--- src/pmcap_cfg.svh ---
`ifndef PMCAP_CFG_SVH
`define PMCAP_CFG_SVH

// Location of the capabilities word past the capability base
`define PMCAP_REG_OFFSET   8'h02
`define PMCAP_HI_OFFSET    8'h03

// Field positions
`define PMCAP_WAKE_MSB     15
`define PMCAP_WAKE_LSB     11
`define PMCAP_D2_BIT       10
`define PMCAP_D1_BIT       9
`define PMCAP_AUX_MSB      8
`define PMCAP_AUX_LSB      6
`define PMCAP_DSI_BIT      5
`define PMCAP_RSVD_BIT     4
`define PMCAP_PMI_BIT      3
`define PMCAP_VER_MSB      2
`define PMCAP_VER_LSB      0

// Wake field index for the cold sleep state
`define PMCAP_WAKE_COLD    4

// Field values
`define PMCAP_VER_VALUE    3'h2
`define PMCAP_AUX_SELF     3'h0
`define PMCAP_AUX_DEFAULT  3'h2
`define PMCAP_WORD_RESET   16'h0000
`define PMCAP_DWORD_ZERO   32'h00000000
`define PMCAP_BYTE_ZERO    8'h00
`define PMCAP_DEFAULT_BASE 8'h40

`endif

--- src/pmcap_pkg.sv ---
package pmcap_pkg;

	typedef enum logic [1:0] {
		PMCAP_FN_OHCI1,
		PMCAP_FN_OHCI2,
		PMCAP_FN_EHCI
	} pmcap_func_e;

	typedef enum {
		PMCAP_IDLE,
		PMCAP_RESP
	} pmcap_state_e;

	typedef logic [15:0] pmcap_word_t;
	typedef logic [7:0]  pmcap_byte_t;

endpackage : pmcap_pkg

--- src/pmcap_regs.sv ---
`timescale 1ns/1ns
`include "pmcap_cfg.svh"

module pmcap_regs #(
	parameter pmcap_pkg::pmcap_func_e FUNC         = pmcap_pkg::PMCAP_FN_EHCI,
	parameter bit                     HAS_DATA_REG = 1'b0,
	parameter bit                     NEEDS_DSI    = 1'b0,
	parameter logic [2:0]             AUX_CODE     = `PMCAP_AUX_DEFAULT,
	parameter bit                     PMI_NEEDED   = 1'b0
) (
	input  wire logic        SYS_CLK,
	input  wire logic        RST,
	input  wire logic [7:0]  CAP_BASE,
	input  wire logic [7:0]  CFG_ADDR,
	input  wire logic        CFG_RD,
	input  wire logic        CFG_WR,
	input  wire logic [3:0]  CFG_BE,
	input  wire logic [31:0] CFG_WDATA,
	output logic      [31:0] CFG_RDATA,
	output logic             CFG_HIT,
	output logic             CFG_ACK,
	output logic      [15:0] CAP_WORD
);

	////////////////////////////////////////////////////////////////
	// Declarations

	pmcap_pkg::pmcap_state_e state_q;
	pmcap_pkg::pmcap_state_e state_d;
	logic [31:0]             rdata_q;
	logic [31:0]             rdata_d;
	logic                    hit_q;
	logic                    hit_d;
	logic                    dsi_q;
	logic                    dsi_d;
	logic                    booted_q;
	logic                    booted_d;
	logic [15:0]             word_q;
	logic [15:0]             word_d;
	pmcap_pkg::pmcap_word_t  cur_word;
	logic [7:0]              lo_addr;
	logic [7:0]              hi_addr;
	logic [31:0]             lane_data;
	logic [3:0]              lane_hit;
	logic                    req;
	logic                    wr_seen;

	////////////////////////////////////////////////////////////////
	// Field composition

	pmcap_word u_word (
		.func         (FUNC),
		.has_data_reg (HAS_DATA_REG),
		.dsi          (dsi_q),
		.aux_req      (AUX_CODE),
		.pmi_req      (PMI_NEEDED),
		.word         (cur_word)
	);

	////////////////////////////////////////////////////////////////
	// Init flag: zero in reset, takes its setting after release

	always_comb begin
		booted_d = 1'b1;
		dsi_d    = dsi_q;
		if (!booted_q) begin
			dsi_d = NEEDS_DSI;
		end
	end

	always_ff @(posedge SYS_CLK) begin
		if (RST) begin
			booted_q <= 1'b0;
			dsi_q    <= 1'b0;
		end else begin
			booted_q <= booted_d;
			dsi_q    <= dsi_d;
		end
	end

	////////////////////////////////////////////////////////////////
	// Byte lane decode

	always_comb begin
		lo_addr = CAP_BASE + `PMCAP_REG_OFFSET;
		hi_addr = CAP_BASE + `PMCAP_HI_OFFSET;
	end

	genvar gi;
	generate
		for (gi = 0; gi < 4; gi = gi + 1) begin : g_lane
			logic [7:0] lane_addr;
			always_comb begin
				lane_addr = {CFG_ADDR[7:2], 2'(gi)};
				lane_hit[gi] = 1'b0;
				lane_data[gi*8 +: 8] = `PMCAP_BYTE_ZERO;
				if (lane_addr == lo_addr) begin
					lane_hit[gi] = CFG_BE[gi];
					lane_data[gi*8 +: 8] = CFG_BE[gi] ? word_q[7:0] : `PMCAP_BYTE_ZERO;
				end else if (lane_addr == hi_addr) begin
					lane_hit[gi] = CFG_BE[gi];
					lane_data[gi*8 +: 8] = CFG_BE[gi] ? word_q[15:8] : `PMCAP_BYTE_ZERO;
				end
			end
		end
	endgenerate

	////////////////////////////////////////////////////////////////
	// Access sequencer

	always_comb begin
		req     = CFG_RD | CFG_WR;
		wr_seen = CFG_WR & ~CFG_RD & (|CFG_WDATA);
		state_d = state_q;
		rdata_d = rdata_q;
		hit_d   = hit_q;
		word_d  = cur_word;
		case (state_q)
			pmcap_pkg::PMCAP_IDLE: begin
				if (req) begin
					state_d = pmcap_pkg::PMCAP_RESP;
					hit_d   = |lane_hit;
					if (CFG_RD) begin
						rdata_d = lane_data;
					end else begin
						// Write accepted and dropped
						rdata_d = `PMCAP_DWORD_ZERO;
					end
				end
			end
			pmcap_pkg::PMCAP_RESP: begin
				state_d = pmcap_pkg::PMCAP_IDLE;
				rdata_d = wr_seen ? `PMCAP_DWORD_ZERO : rdata_q;
			end
			default: begin
				state_d = pmcap_pkg::PMCAP_IDLE;
			end
		endcase
	end

	always_ff @(posedge SYS_CLK) begin
		if (RST) begin
			state_q <= pmcap_pkg::PMCAP_IDLE;
			rdata_q <= `PMCAP_DWORD_ZERO;
			hit_q   <= 1'b0;
			word_q  <= `PMCAP_WORD_RESET;
		end else begin
			state_q <= state_d;
			rdata_q <= rdata_d;
			hit_q   <= hit_d;
			word_q  <= word_d;
		end
	end

	////////////////////////////////////////////////////////////////
	// Outputs

	always_comb begin
		CFG_ACK   = (state_q == pmcap_pkg::PMCAP_RESP);
		CFG_HIT   = CFG_ACK & hit_q;
		CFG_RDATA = rdata_q;
		CAP_WORD  = word_q;
	end

endmodule : pmcap_regs

--- src/pmcap_word.sv ---
`timescale 1ns/1ns
`include "pmcap_cfg.svh"

module pmcap_word (
	input  wire pmcap_pkg::pmcap_func_e func,
	input  wire logic                   has_data_reg,
	input  wire logic                   dsi,
	input  wire logic [2:0]             aux_req,
	input  wire logic                   pmi_req,
	output pmcap_pkg::pmcap_word_t      word
);

	logic       is_ehci;
	logic [4:0] wake;
	logic [2:0] aux;
	logic       wake_needs_bus_clock;

	always_comb begin
		is_ehci = (func == pmcap_pkg::PMCAP_FN_EHCI);
		// Field bit 0..4 = D0, D1, D2, D3hot, D3cold
		wake = {1'b1, 1'b1, is_ehci, 1'b1, is_ehci};
		// Data register or no cold wake forces self-powered code
		if (has_data_reg) begin
			aux = `PMCAP_AUX_SELF;
		end else if (!wake[`PMCAP_WAKE_COLD]) begin
			aux = `PMCAP_AUX_SELF;
		end else begin
			aux = aux_req;
		end
		wake_needs_bus_clock = (wake == 5'h00) ? 1'b0 : pmi_req;
		word = `PMCAP_WORD_RESET;
		word[`PMCAP_WAKE_MSB:`PMCAP_WAKE_LSB] = wake;
		word[`PMCAP_D2_BIT] = is_ehci;
		word[`PMCAP_D1_BIT] = 1'b1;
		word[`PMCAP_AUX_MSB:`PMCAP_AUX_LSB] = aux;
		word[`PMCAP_DSI_BIT] = dsi;
		word[`PMCAP_RSVD_BIT] = 1'b0;
		word[`PMCAP_PMI_BIT] = wake_needs_bus_clock;
		word[`PMCAP_VER_MSB:`PMCAP_VER_LSB] = `PMCAP_VER_VALUE;
	end

endmodule : pmcap_word

--- config.mk ---
export PLATFORM = sky130hd
export DESIGN_NAME = pmcap_regs
export DESIGN_NICKNAME = d
export VERILOG_FILES = /design/src/pmcap_pkg.sv /design/src/pmcap_regs.sv /design/src/pmcap_word.sv
export VERILOG_INCLUDE_DIRS = /design/src
export SDC_FILE = /design/constraint.sdc
export NUM_CORES = 1
export LEC_CHECK = 0
export BUFFER_PORTS_ARGS = -buffer_cell sky130_fd_sc_hd__buf_2
export CAP_MARGIN = 30
export CORE_UTILIZATION = 42
export CTS_BUF_LIST = sky130_fd_sc_hd__clkbuf_16
export CTS_CLUSTER_SIZE = 8
export DETAILED_ROUTE_END_ITERATION = 12
export PLACE_DENSITY_LB_ADDON = 0.3
export SETUP_SLACK_MARGIN = 0.2
export SYNTH_ARGS = -nofsm -noshare
export SYNTH_HDL_FRONTEND = slang
export SYNTH_SLANG_ARGS = --single-unit
export TNS_END_PERCENT = 5
--- constraint.sdc ---
create_clock -name SYS_CLK -period 5.7 [get_ports SYS_CLK]
set_input_delay 0.57 -clock SYS_CLK [delete_from_list [all_inputs] [get_ports SYS_CLK]]
set_output_delay 0.57 -clock SYS_CLK [all_outputs]
set_load 0.03 [all_outputs]
==> flow_metrics.py, run 1 <==
metrics = {
    "status": {
        "outcome": "finished clean",
    },
    "run": {
        "drv_cap": 0,
    },
    "clock_tree": {
        "numCtsBuffers": 3,
        "postCtsSetupRepairBufs": 0,
        "h-tree-depth": 1,
        "hold_buffers": 0,
        "clkTransAtPathRegs_ns": 0.04,
        "tritoncts_num_sinks": 11,
        "cts_resized": 0,
        "worstSkewPairLatency_ns": 0.23,
        "cts_root_buffer": "clkbuf_16",
        "cts_tree": "yes",
        "cts_buffer_depth": 2,
    },
    "place": {
        "globalplace.congestion": 0.755,
        "place_hpwl_microns": 2360,
        "port_buffers": 92,
    },
    "global_routing": {
        "grt_pass1_wl_microns": 4600,
        "antenna_found_initial": 0,
        "grt_max_degree": 13,
        "grt_pass1_vias": 1077,
        "grtUsageTotal_pct": 17.6,
        "overflow": 0,
    },
    "drt": {
        "firstDrtPassIters": 4,
        "drt_wl_total_microns": 2780,
        "drc": 0,
        "via_per_inst": 4.87,
        "drtIter0Drc": 34,
        "wire_per_inst_microns": 10.8,
        "antenna_left": 0,
        "vias": 1251,
    },
    "timing": {
        "fin_setup_tns_ns": 0,
        "max_freq_mhz": 401,
        "slew_violations": 0,
        "holdWs_ns": 0.468,
        "slew_headroom_pct": 64.5,
        "fin_crit_sh_pct": 43.7,
        "fin_skew_ns": 0.00204,
        "rsz0062_at_grt": "no",
        "hold_viol": 0,
        "setup_violations": 0,
        "finalCriticalPeriod_ns": 2.49,
        "worst_pin_slew_ns": 0.530,
    },
    "finish": {
        "area_growth_pct": 23.5,
        "fillers": 279,
        "final_common_cell": "buf_2",
        "nNetsFinal": 285,
        "ff_latch_area_sq_um": 220,
        "most-common-layout-cells": "buf_2, nor2_1, nand2_1",
        "num_antenna_cells": 0,
        "utilization_pct": 55.3,
        "multi_input_area_sq_um": 718,
        "drive_gt1_share_pct": 45.6,
    },
    "worst_setup_path": {
        "r2r-end": "CFG_RDATA[23]",
        "cp_max_fo": 11,
        "critical_path_class": "in2reg",
        "ff2ff_path_depth": 7,
        "crit_path_start_kind": "primary input",
        "cp-end-kind": "flop",
        "reg2reg_from": "CAP_WORD[14]",
        "cp.arrival_ns": 2.66,
        "rrSetupSlack_ns": 4.11,
        "required_ns": 5.87,
    },
    "hold_path": {
        "worstHoldStart": "CFG_RDATA[25]",
        "holdPathStages": 2,
        "hold-path-endpoint": "CFG_RDATA[25]",
        "hold_class": "reg2reg",
    },
    "floorplanning": {
        "start_util_pct": 44.8,
        "core_area_sq_mm": 0.00278,
        "rows": 19,
        "io_pins": 106,
        "die_x_microns": 56.5,
        "die_h_microns": 56.5,
        "dieArea_sq_mm": 0.00319,
    },
    "yosys": {
        "synth_area_per_cell_sq_um": 7.60,
        "syn_inst": 164,
        "ys_seq_area_share_pct": 17.7,
        "ys_seq_elements": 11,
        "yosysWarningCount": 0,
        "syn_area_sq_mm": 0.00125,
        "ys_types": 38,
    },
    "power": {
        "cellLeakagePower_nw": 0.784,
        "worst_ir_drop_vdd_uv": 139,
        "p_per_area_mw_per_mm2": 188,
        "power_mw": 0.289,
    },
}
==> final cells by class <==
cell class	instances	share of cell area [%]
inverter	6	1.46
clock inverter	1	0.244
clock buffer	3	4.88
timing repair buffer	92	29.9
sequential	11	14.3
multi-input combinational	113	46.7
tap	31	2.52
==> worst max-delay path, cell delays in order <==
cell and delay, ns:
buf_2 0.19, inv_1 0.10, ha_1 0.21, a21oi_2 0.22, nor2_1 0.10, o211a_2 0.27, a2111oi_4 0.45, and4_4 0.31
o21ai_1 0.09, a21oi_2 0.15
==> worst max-delay path by stage <==
stage                 from            end  cells past startpoint
2_1_floorplan  CAP_BASE[1]  CFG_RDATA[25]                     10
3_3_place_gp   CAP_BASE[1]  CFG_RDATA[25]                     10
3_5_place_dp   CAP_BASE[1]  CFG_RDATA[25]                     10
4_1_cts        CAP_BASE[1]  CFG_RDATA[25]                     10
5_1_grt        CAP_BASE[1]  CFG_RDATA[25]                     10
6_report       CAP_BASE[1]  CFG_RDATA[25]                     10
==> power by group <==
| part | switching, mW | internal, mW |
|---|---|---|
| sequential | 0.00181 | 0.0788 |
| combinational | 0.0525 | 0.0325 |
| clock | 0.0320 | 0.0918 |
==> synthesized netlist by cell type, drive strengths merged <==
| library cell | count | share of area, % |
|---|---|---|
| a2111oi | 1 | 2.2 |
| a211o | 3 | 2.1 |
| a211oi | 1 | 1.0 |
| a21boi | 3 | 1.8 |
| a21o | 1 | 0.60 |
| a21oi | 8 | 3.8 |
| a22oi | 1 | 0.60 |
| a31oi | 2 | 1.0 |
| and2 | 3 | 1.5 |
| and4 | 2 | 1.6 |
| buf | 42 | 25 |
| clkbuf | 2 | 0.60 |
| conb | 1 | 0.30 |
| dfxtp | 11 | 18 |
| ha | 2 | 2.0 |
| inv | 6 | 1.8 |
| nand2 | 12 | 3.6 |
| nand3 | 3 | 1.2 |
| nand3b | 1 | 0.60 |
| nand4 | 5 | 2.5 |
| nand4b | 2 | 1.4 |
| nor2 | 13 | 3.9 |
| nor2b | 2 | 1.0 |
| nor3 | 3 | 1.6 |
| nor4 | 10 | 5.5 |
| o211a | 1 | 0.80 |
| o211ai | 1 | 0.60 |
| o21ai | 6 | 2.4 |
| o22ai | 1 | 0.50 |
| o32ai | 1 | 0.70 |
| or3 | 1 | 0.50 |
| xnor2 | 10 | 7.0 |
| xor2 | 3 | 2.1 |
==> cells by family after synthesis <==
family | Yosys count | share of synthesized area (%)
other | 1 | 0.301
adders and majority gates | 2 | 2.01
xor gates and xnor gates | 13 | 9.14
DFF | 11 | 17.7
and+or+nand+nor | 57 | 25.0
AOI/OAI and AO/OA | 30 | 18.2
buffers and inverters | 50 | 27.7
==> flip-flops by register name, summed over array words and instances, names as in the netlist <==
signal / cells
CFG_RDATA: 8
CAP_WORD: 1
state_q: 1
hit_q: 1
==> metrics by stage <==
| stage | setup slack [ns] | area (sq um) | cells |
|---|---|---|---|
| after floorplan | 3.27 | 1280 | 174 |
| after global placement | 2.99 | 1460 | 253 |
| after detailed placement | 3.00 | 1460 | 253 |
| after CTS | 3.19 | 1540 | 257 |
| after global routing | 3.02 | 1540 | 257 |
| final | 3.21 | 1540 | 257 |
==> metal layers <==
layer	vias up	track usage, %	share of wire (%)
met5	-	0	0
met4	0	4.53	0.90
met3	5	3.00	4.6
met2	46	29.7	49
met1	552	23.1	46
li1	648	-	-
Power figures use the tool's default switching activity.
==> inputs of run 2 (changes only) <==
--- a/config.mk
+++ b/config.mk
@@ -8,7 +8,7 @@
 export LEC_CHECK = 0
 export BUFFER_PORTS_ARGS = -buffer_cell sky130_fd_sc_hd__buf_2
 export CAP_MARGIN = 30
-export CORE_UTILIZATION = 42
+export CORE_UTILIZATION = 35
 export CTS_BUF_LIST = sky130_fd_sc_hd__clkbuf_16
 export CTS_CLUSTER_SIZE = 8
 export DETAILED_ROUTE_END_ITERATION = 12
==> constraint.sdc (replaced) <==
create_clock -name SYS_CLK -period 2.2 [get_ports SYS_CLK]
set_input_delay 0.22 -clock SYS_CLK [delete_from_list [all_inputs] [get_ports SYS_CLK]]
set_output_delay 0.22 -clock SYS_CLK [all_outputs]
set_load 0.03 [all_outputs]
==> run 2 against run 1 <==
Against the previous run:
- register-to-register slack got worse by 3.4 ns
- power rose to 2.6 times the previous value
- sequential cell count is the same
- global-route usage decreased by 2.2 points
- via count increased by 1.8%
- clock skew increased by 0.00080 ns
- first-iteration DRC count shrank 41%
- critical endpoint is now hit_q
==> flow_metrics.py, run 2 (same netlist as run 1, synthesis figures left out) <==
metrics = {
    "worst_setup_path": {
        "critPathSlowestCell": "nor4_2",
        "rrSetupSlack_ns": 0.69,
        "critical_path_class": "in2reg",
        "cp-end-kind": "flop",
        "cp.arrival_ns": 2.01,
        "cp-startpoint": "CAP_BASE[2]",
        "required_ns": 2.36,
        "worstPathCellList": "buf_2 > ha_1 > and2_1 > o21ai_0 > a31oi_1 > nor4_2 > and4_1 > nor3_2 > a211oi_2",
        "reg2reg_from": "CAP_WORD[14]",
        "cp_max_fo": 5,
        "crit_path_start_kind": "primary input",
        "slowest_delay_ns": 0.41,
    },
    "drt": {
        "firstDrtPassIters": 4,
        "drt_wl_total_microns": 2690,
        "drtIter0Drc": 20,
        "vias": 1273,
        "wire_per_inst_microns": 9.71,
        "antenna_left": 0,
        "drc": 0,
        "via_per_inst": 4.60,
    },
    "global_routing": {
        "grt_pass1_vias": 1091,
        "grtUsageTotal_pct": 15.4,
        "grt_pass1_wl_microns": 4410,
        "antenna_found_initial": 0,
        "overflow": 0,
        "grt_max_degree": 12,
    },
    "timing": {
        "setup_violations": 0,
        "fin_crit_sh_pct": 84.5,
        "slew_headroom_pct": 65.3,
        "setup_slack_ns": 0.341,
        "slew_violations": 0,
        "finalCriticalPeriod_ns": 1.86,
        "holdWs_ns": 0.284,
        "max_freq_mhz": 538,
        "worst_pin_slew_ns": 0.517,
        "rsz0062_at_grt": "yes",
        "hold_viol": 0,
        "fin_skew_ns": 0.00285,
    },
    "floorplanning": {
        "rows": 21,
        "dieArea_sq_mm": 0.00380,
        "die_x_microns": 61.7,
        "io_pins": 106,
        "die_h_microns": 61.7,
        "core_area_sq_mm": 0.00336,
        "start_util_pct": 37.1,
    },
    "place": {
        "placedCellCount": 272,
        "place_hpwl_microns": 2320,
        "globalplace.congestion": 0.756,
        "post-place-ws_ns": -0.0397,
        "port_buffers": 92,
    },
    "power": {
        "worst_ir_drop_vdd_uv": 210,
        "p_per_area_mw_per_mm2": 470,
        "cellLeakagePower_nw": 0.809,
    },
    "finish": {
        "ff_latch_area_sq_um": 220,
        "most-common-layout-cells": "buf_2, nor2_1, nand2_1",
        "num_antenna_cells": 0,
        "finalNonFillerCells": 277,
        "multi_input_area_sq_um": 728,
        "final_common_cell": "buf_2",
        "area_growth_pct": 28.8,
        "drive_gt1_share_pct": 47.2,
        "nNetsFinal": 290,
        "largest_register_ffs": 8,
        "fillers": 360,
    },
    "run": {
        "drv_cap": 0,
    },
    "hold_path": {
        "worstHoldStart": "RST",
        "hold_class": "in2reg",
    },
    "clock_tree": {
        "h-tree-depth": 1,
        "clkTransAtPathRegs_ns": 0.04,
        "tritoncts_num_sinks": 11,
        "worstSkewPairLatency_ns": 0.23,
        "cts_tree": "yes",
        "cts_buffer_depth": 2,
        "numCtsBuffers": 3,
        "cts_root_buffer": "clkbuf_16",
    },
    "status": {
        "outcome": "finished clean",
    },
}
## run 2: cell count changes in the layout (fill, tap and decap cells not counted)
cell / delta
nor2_1: -1
a21oi_2: -1
a21oi_4: +1
nor2_2: +1
buf_4: +5
## run 2: routing by layer
metal	wire length (microns)	GRT usage, %	up-vias
li1	-	-	661
met1	1250	18.7	549
met2	1250	26.1	61
met3	160	2.52	2
met4	26	7.62	0
met5	0	0	-
## run 2: layout make-up
| type | count | share of cell area, % |
|---|---|---|
| flip-flops and latches | 11 | 13.7 |
| clock inverters | 1 | 0.234 |
| well taps | 46 | 3.59 |
| multi-input cells | 113 | 45.4 |
| repair buffers | 97 | 31.0 |
| clock buffers | 3 | 4.68 |
| inverters | 6 | 1.40 |
## run 2: through the flow
stage	instance area, sq um	utilization (%)	power, mW	setup TNS [ns]
after global routing	1610	47.7	0.801	0
final	1610	47.7	0.755	0
after CTS	1590	47.2	0.766	0
after detailed placement	1510	44.9	0.438	-0.0531
after global placement	1510	44.9	0.436	0
after floorplan	1290	-	0.383	0
## run 2: worst max-delay path, delay by kind of cell
kind | cells | cell delay [ns]
simple gates | 4 | 0.94
fa+ha+maj | 1 | 0.24
compound gates | 3 | 0.46
buf+inv | 1 | 0.13
## run 2: worst paths after layout
check / endpoint / cells past startpoint
worst max register to register: CFG_RDATA[23] / 7
worst min-delay path: CAP_WORD[14] / 2
worst max-delay path: hit_q / 9
worst min register to register: CFG_RDATA[25] / 2
## run 2: repair_timing
item	CTS	global route
buffers inserted	0	1
hold buffers	0	0
setup endpoints to repair	1	7
pin swaps	1	7
resized for setup	0	2
## run 2: where the power goes
group | switching (mW) | leakage [nW] | internal, mW
clock | 0.0799 | 0.0423 | 0.238
sequential | 0.00460 | 0.0894 | 0.204
combinational | 0.138 | 0.678 | 0.0910
total | 0.222 | 0.809 | 0.533
==> inputs of run 3 (changes only) <==
--- a/config.mk
+++ b/config.mk
@@ -6,9 +6,10 @@
 export SDC_FILE = /design/constraint.sdc
 export NUM_CORES = 1
 export LEC_CHECK = 0
+export ABC_AREA = 1
 export BUFFER_PORTS_ARGS = -buffer_cell sky130_fd_sc_hd__buf_2
 export CAP_MARGIN = 30
-export CORE_UTILIZATION = 35
+export CORE_UTILIZATION = 41
 export CTS_BUF_LIST = sky130_fd_sc_hd__clkbuf_16
 export CTS_CLUSTER_SIZE = 8
 export DETAILED_ROUTE_END_ITERATION = 12
==> constraint.sdc (replaced) <==
create_clock -name SYS_CLK -period 1.8 [get_ports SYS_CLK]
set_input_delay 0.18 -clock SYS_CLK [delete_from_list [all_inputs] [get_ports SYS_CLK]]
set_output_delay 0.18 -clock SYS_CLK [all_outputs]
set_load 0.03 [all_outputs]
==> run 3 against run 2 <==
Against the previous run:
- die area shrank 0.39%
- non-clock buffer count shrank 1
- synthesized cell count grew 57%
- final cell count grew 34%
- critical path depth grew 1
- highest routed layer unchanged
- register-to-register slack lost 0.02 ns
- critical path type unchanged
- largest power group unchanged
==> flow_metrics.py, run 3 <==
metrics = {
    "finish": {
        "nNetsFinal": 385,
        "drive_gt1_share_pct": 36.5,
        "largest_register_ffs": 8,
        "num_antenna_cells": 0,
        "utilization_pct": 54.7,
        "area_growth_pct": 26.4,
        "final_common_cell": "buf_2",
        "most-common-layout-cells": "buf_2, nand2_1, inv_1, nor2_1",
    },
    "yosys": {
        "synth_commonest_cells": "nand2_1, buf_4, nor2_1, inv_1",
        "yosysWarningCount": 0,
        "synth_edf_count": 0,
        "yosys.cell_count.top_type": "nand2_1",
        "ys_seq_elements": 11,
        "synthTopCellsByArea": "buf_4, nand2_1, dfxtp_1, nor2_1, inv_1",
        "synth_area_per_cell_sq_um": 5.66,
        "ys_types": 21,
        "ys.flop_type": "dfxtp_1",
        "syn_inst": 257,
        "synth_top_area_share_pct": 20.1,
        "yosys.area.top_type": "buf_4",
        "ys_async_sr_fraction_pct": 0,
        "ys_seq_area_share_pct": 15.1,
        "syn_area_sq_mm": 0.00145,
    },
    "timing": {
        "hold_viol": 0,
        "setup_violations": 0,
        "fin_crit_sh_pct": 79.8,
        "finalCriticalPeriod_ns": 1.44,
        "fin_skew_ns": 0.000673,
        "fin_setup_tns_ns": 0,
        "slew_violations": 0,
        "rsz0062_at_grt": "no",
        "max_freq_mhz": 696,
        "setup_slack_ns": 0.363,
    },
    "drt": {
        "drc": 0,
        "antenna_left": 0,
        "vias": 1643,
        "wire_per_inst_microns": 8.78,
        "drtIter0Drc": 35,
        "via_per_inst": 4.42,
        "firstDrtPassIters": 4,
        "drt_wl_total_microns": 3270,
    },
    "worst_setup_path": {
        "path_buf_inv": 2,
        "cp-end-kind": "flop",
        "r2r-end": "hit_q",
        "cp.arrival_ns": 1.60,
        "cp_top_family": "simple AND/OR/NAND/NOR gates",
        "critical_path_class": "in2reg",
        "slowest_delay_ns": 0.23,
        "critPathSlowestCell": "ha_2",
        "rrSetupSlack_ns": 0.67,
        "ff2ff_path_depth": 7,
        "crit_path_start_kind": "primary input",
        "worstPathCellList": "clkbuf_4 > ha_2 > inv_2 > nand2_2 > nand2_1 > xor2_2 > nor2_4 > and2_4 > nand4_1 > a21oi_1",
        "cp_max_fo": 6,
        "reg2reg_from": "state_q[0]",
        "required_ns": 1.96,
    },
    "floorplanning": {
        "start_util_pct": 43.2,
        "io_pins": 106,
        "die_x_microns": 61.6,
        "rows": 21,
        "core_area_sq_mm": 0.00336,
        "dieArea_sq_mm": 0.00379,
        "die_h_microns": 61.6,
    },
    "clock_tree": {
        "cts_buffer_depth": 2,
        "cts_root_buffer": "clkbuf_16",
        "worstSkewPairLatency_ns": 0.24,
        "cts_tree": "yes",
        "clkTransAtPathRegs_ns": 0.04,
        "h-tree-depth": 1,
        "numCtsBuffers": 3,
        "tritoncts_num_sinks": 11,
        "hold_buffers": 0,
    },
    "power": {
        "power.share.sequential_pct": 26.5,
        "cellLeakagePower_nw": 1.15,
        "combPwrFrac_pct": 32.3,
        "p_int_mw": 0.648,
        "power_switching_mw": 0.315,
        "p_per_area_mw_per_mm2": 523,
        "worst_ir_drop_vdd_uv": 255,
        "p_clk_share_pct": 41.2,
        "switching_share_pct": 32.7,
    },
    "global_routing": {
        "overflow": 0,
        "antenna_found_initial": 0,
        "grt_pass1_wl_microns": 5400,
        "grt_max_degree": 14,
        "grt_pass1_vias": 1358,
        "grtUsageTotal_pct": 18.4,
    },
    "run": {
        "drv_cap": 0,
    },
    "hold_path": {
        "hold_class": "in2reg",
        "hold-path-endpoint": "CAP_WORD[14]",
        "holdPathStages": 2,
        "worstHoldStart": "RST",
    },
    "place": {
        "place_hpwl_microns": 2830,
        "post-place-ws_ns": 0.0639,
        "port_buffers": 92,
        "globalplace.congestion": 0.883,
    },
    "status": {
        "outcome": "finished clean",
    },
}
[run 3: cell count changes in the layout (fill, tap and decap cells not counted), moves of 5 or more]
cell	before	now
nand2_2	0	5
nand3_1	3	18
nand4_1	5	18
nor2_1	12	31
inv_1	7	31
xnor2_1	10	0
nor4_1	9	0
nand2_1	12	73
[run 3: cell families after synthesis]
kind of cell	synth area share, %
other	0.258
DFF	15.1
adders and majority gates	1.72
buffers and inverters	29.2
AOI/OAI and AO/OA	6.20
xor gates and xnor gates	1.21
and+or+nand+nor	46.3
[run 3: worst max-delay path by stage]
| stage | startpoint | endpoint | slack, ns | cells after the start |
|---|---|---|---|---|
| 6_report | CAP_BASE[1] | CFG_RDATA[6] | 0.36 | 10 |
| 5_1_grt | CAP_BASE[2] | hit_q | 0.19 | 12 |
| 4_1_cts | CAP_BASE[1] | hit_q | 0.30 | 14 |
| 3_5_place_dp | CAP_BASE[1] | hit_q | 0.06 | 14 |
| 3_3_place_gp | CAP_BASE[1] | CFG_RDATA[25] | 0.09 | 12 |
| 2_1_floorplan | CAP_BASE[1] | CFG_RDATA[25] | 0.40 | 11 |
[run 3: metrics by stage]
stage	instance area [sq um]	power, mW	std cells	hold WS (ns)
2_1_floorplan	1490	0.483	267	0.388
3_3_place_gp	1720	0.559	366	0.458
3_5_place_dp	1720	0.563	366	0.463
4_1_cts	1800	0.963	370	0.217
5_1_grt	1840	1.02	372	0.258
6_report	1840	0.962	372	0.221
[run 3: area by class of cell]
class / count / area, sq um
flip-flops and latches: 11 / 220
fillers: 381 / 1530
well taps: 46 / 57.6
clock buffers: 3 / 75.1
clock inverters: 1 / 3.75
inverters: 33 / 124
repair buffers: 96 / 493
multi-input cells: 182 / 865
[run 3: per-layer routing]
metal	wire (microns)	GRT usage, %	vias up
li1	-	-	898
met5	0	0	-
met2	1630	34.7	46
met3	134	1.26	2
met1	1480	21.6	697
met4	24	6.35	0
[run 3: what timing repair did]
item | 4_1_cts | 5_1_grt
endpoints found under the setup margin | 0 | 5
gates resized for setup | 0 | 8
setup buffers | 0 | 2
[run 3: power by group through the flow]
stage | logic, mW | registers [mW] | clock network (mW)
final | 0.311 | 0.255 | 0.397
after global routing | 0.352 | 0.255 | 0.412
after CTS | 0.304 | 0.255 | 0.404
after detailed placement | 0.304 | 0.259 | 0
after global placement | 0.300 | 0.259 | 0
after floorplan | 0.219 | 0.264 | 0
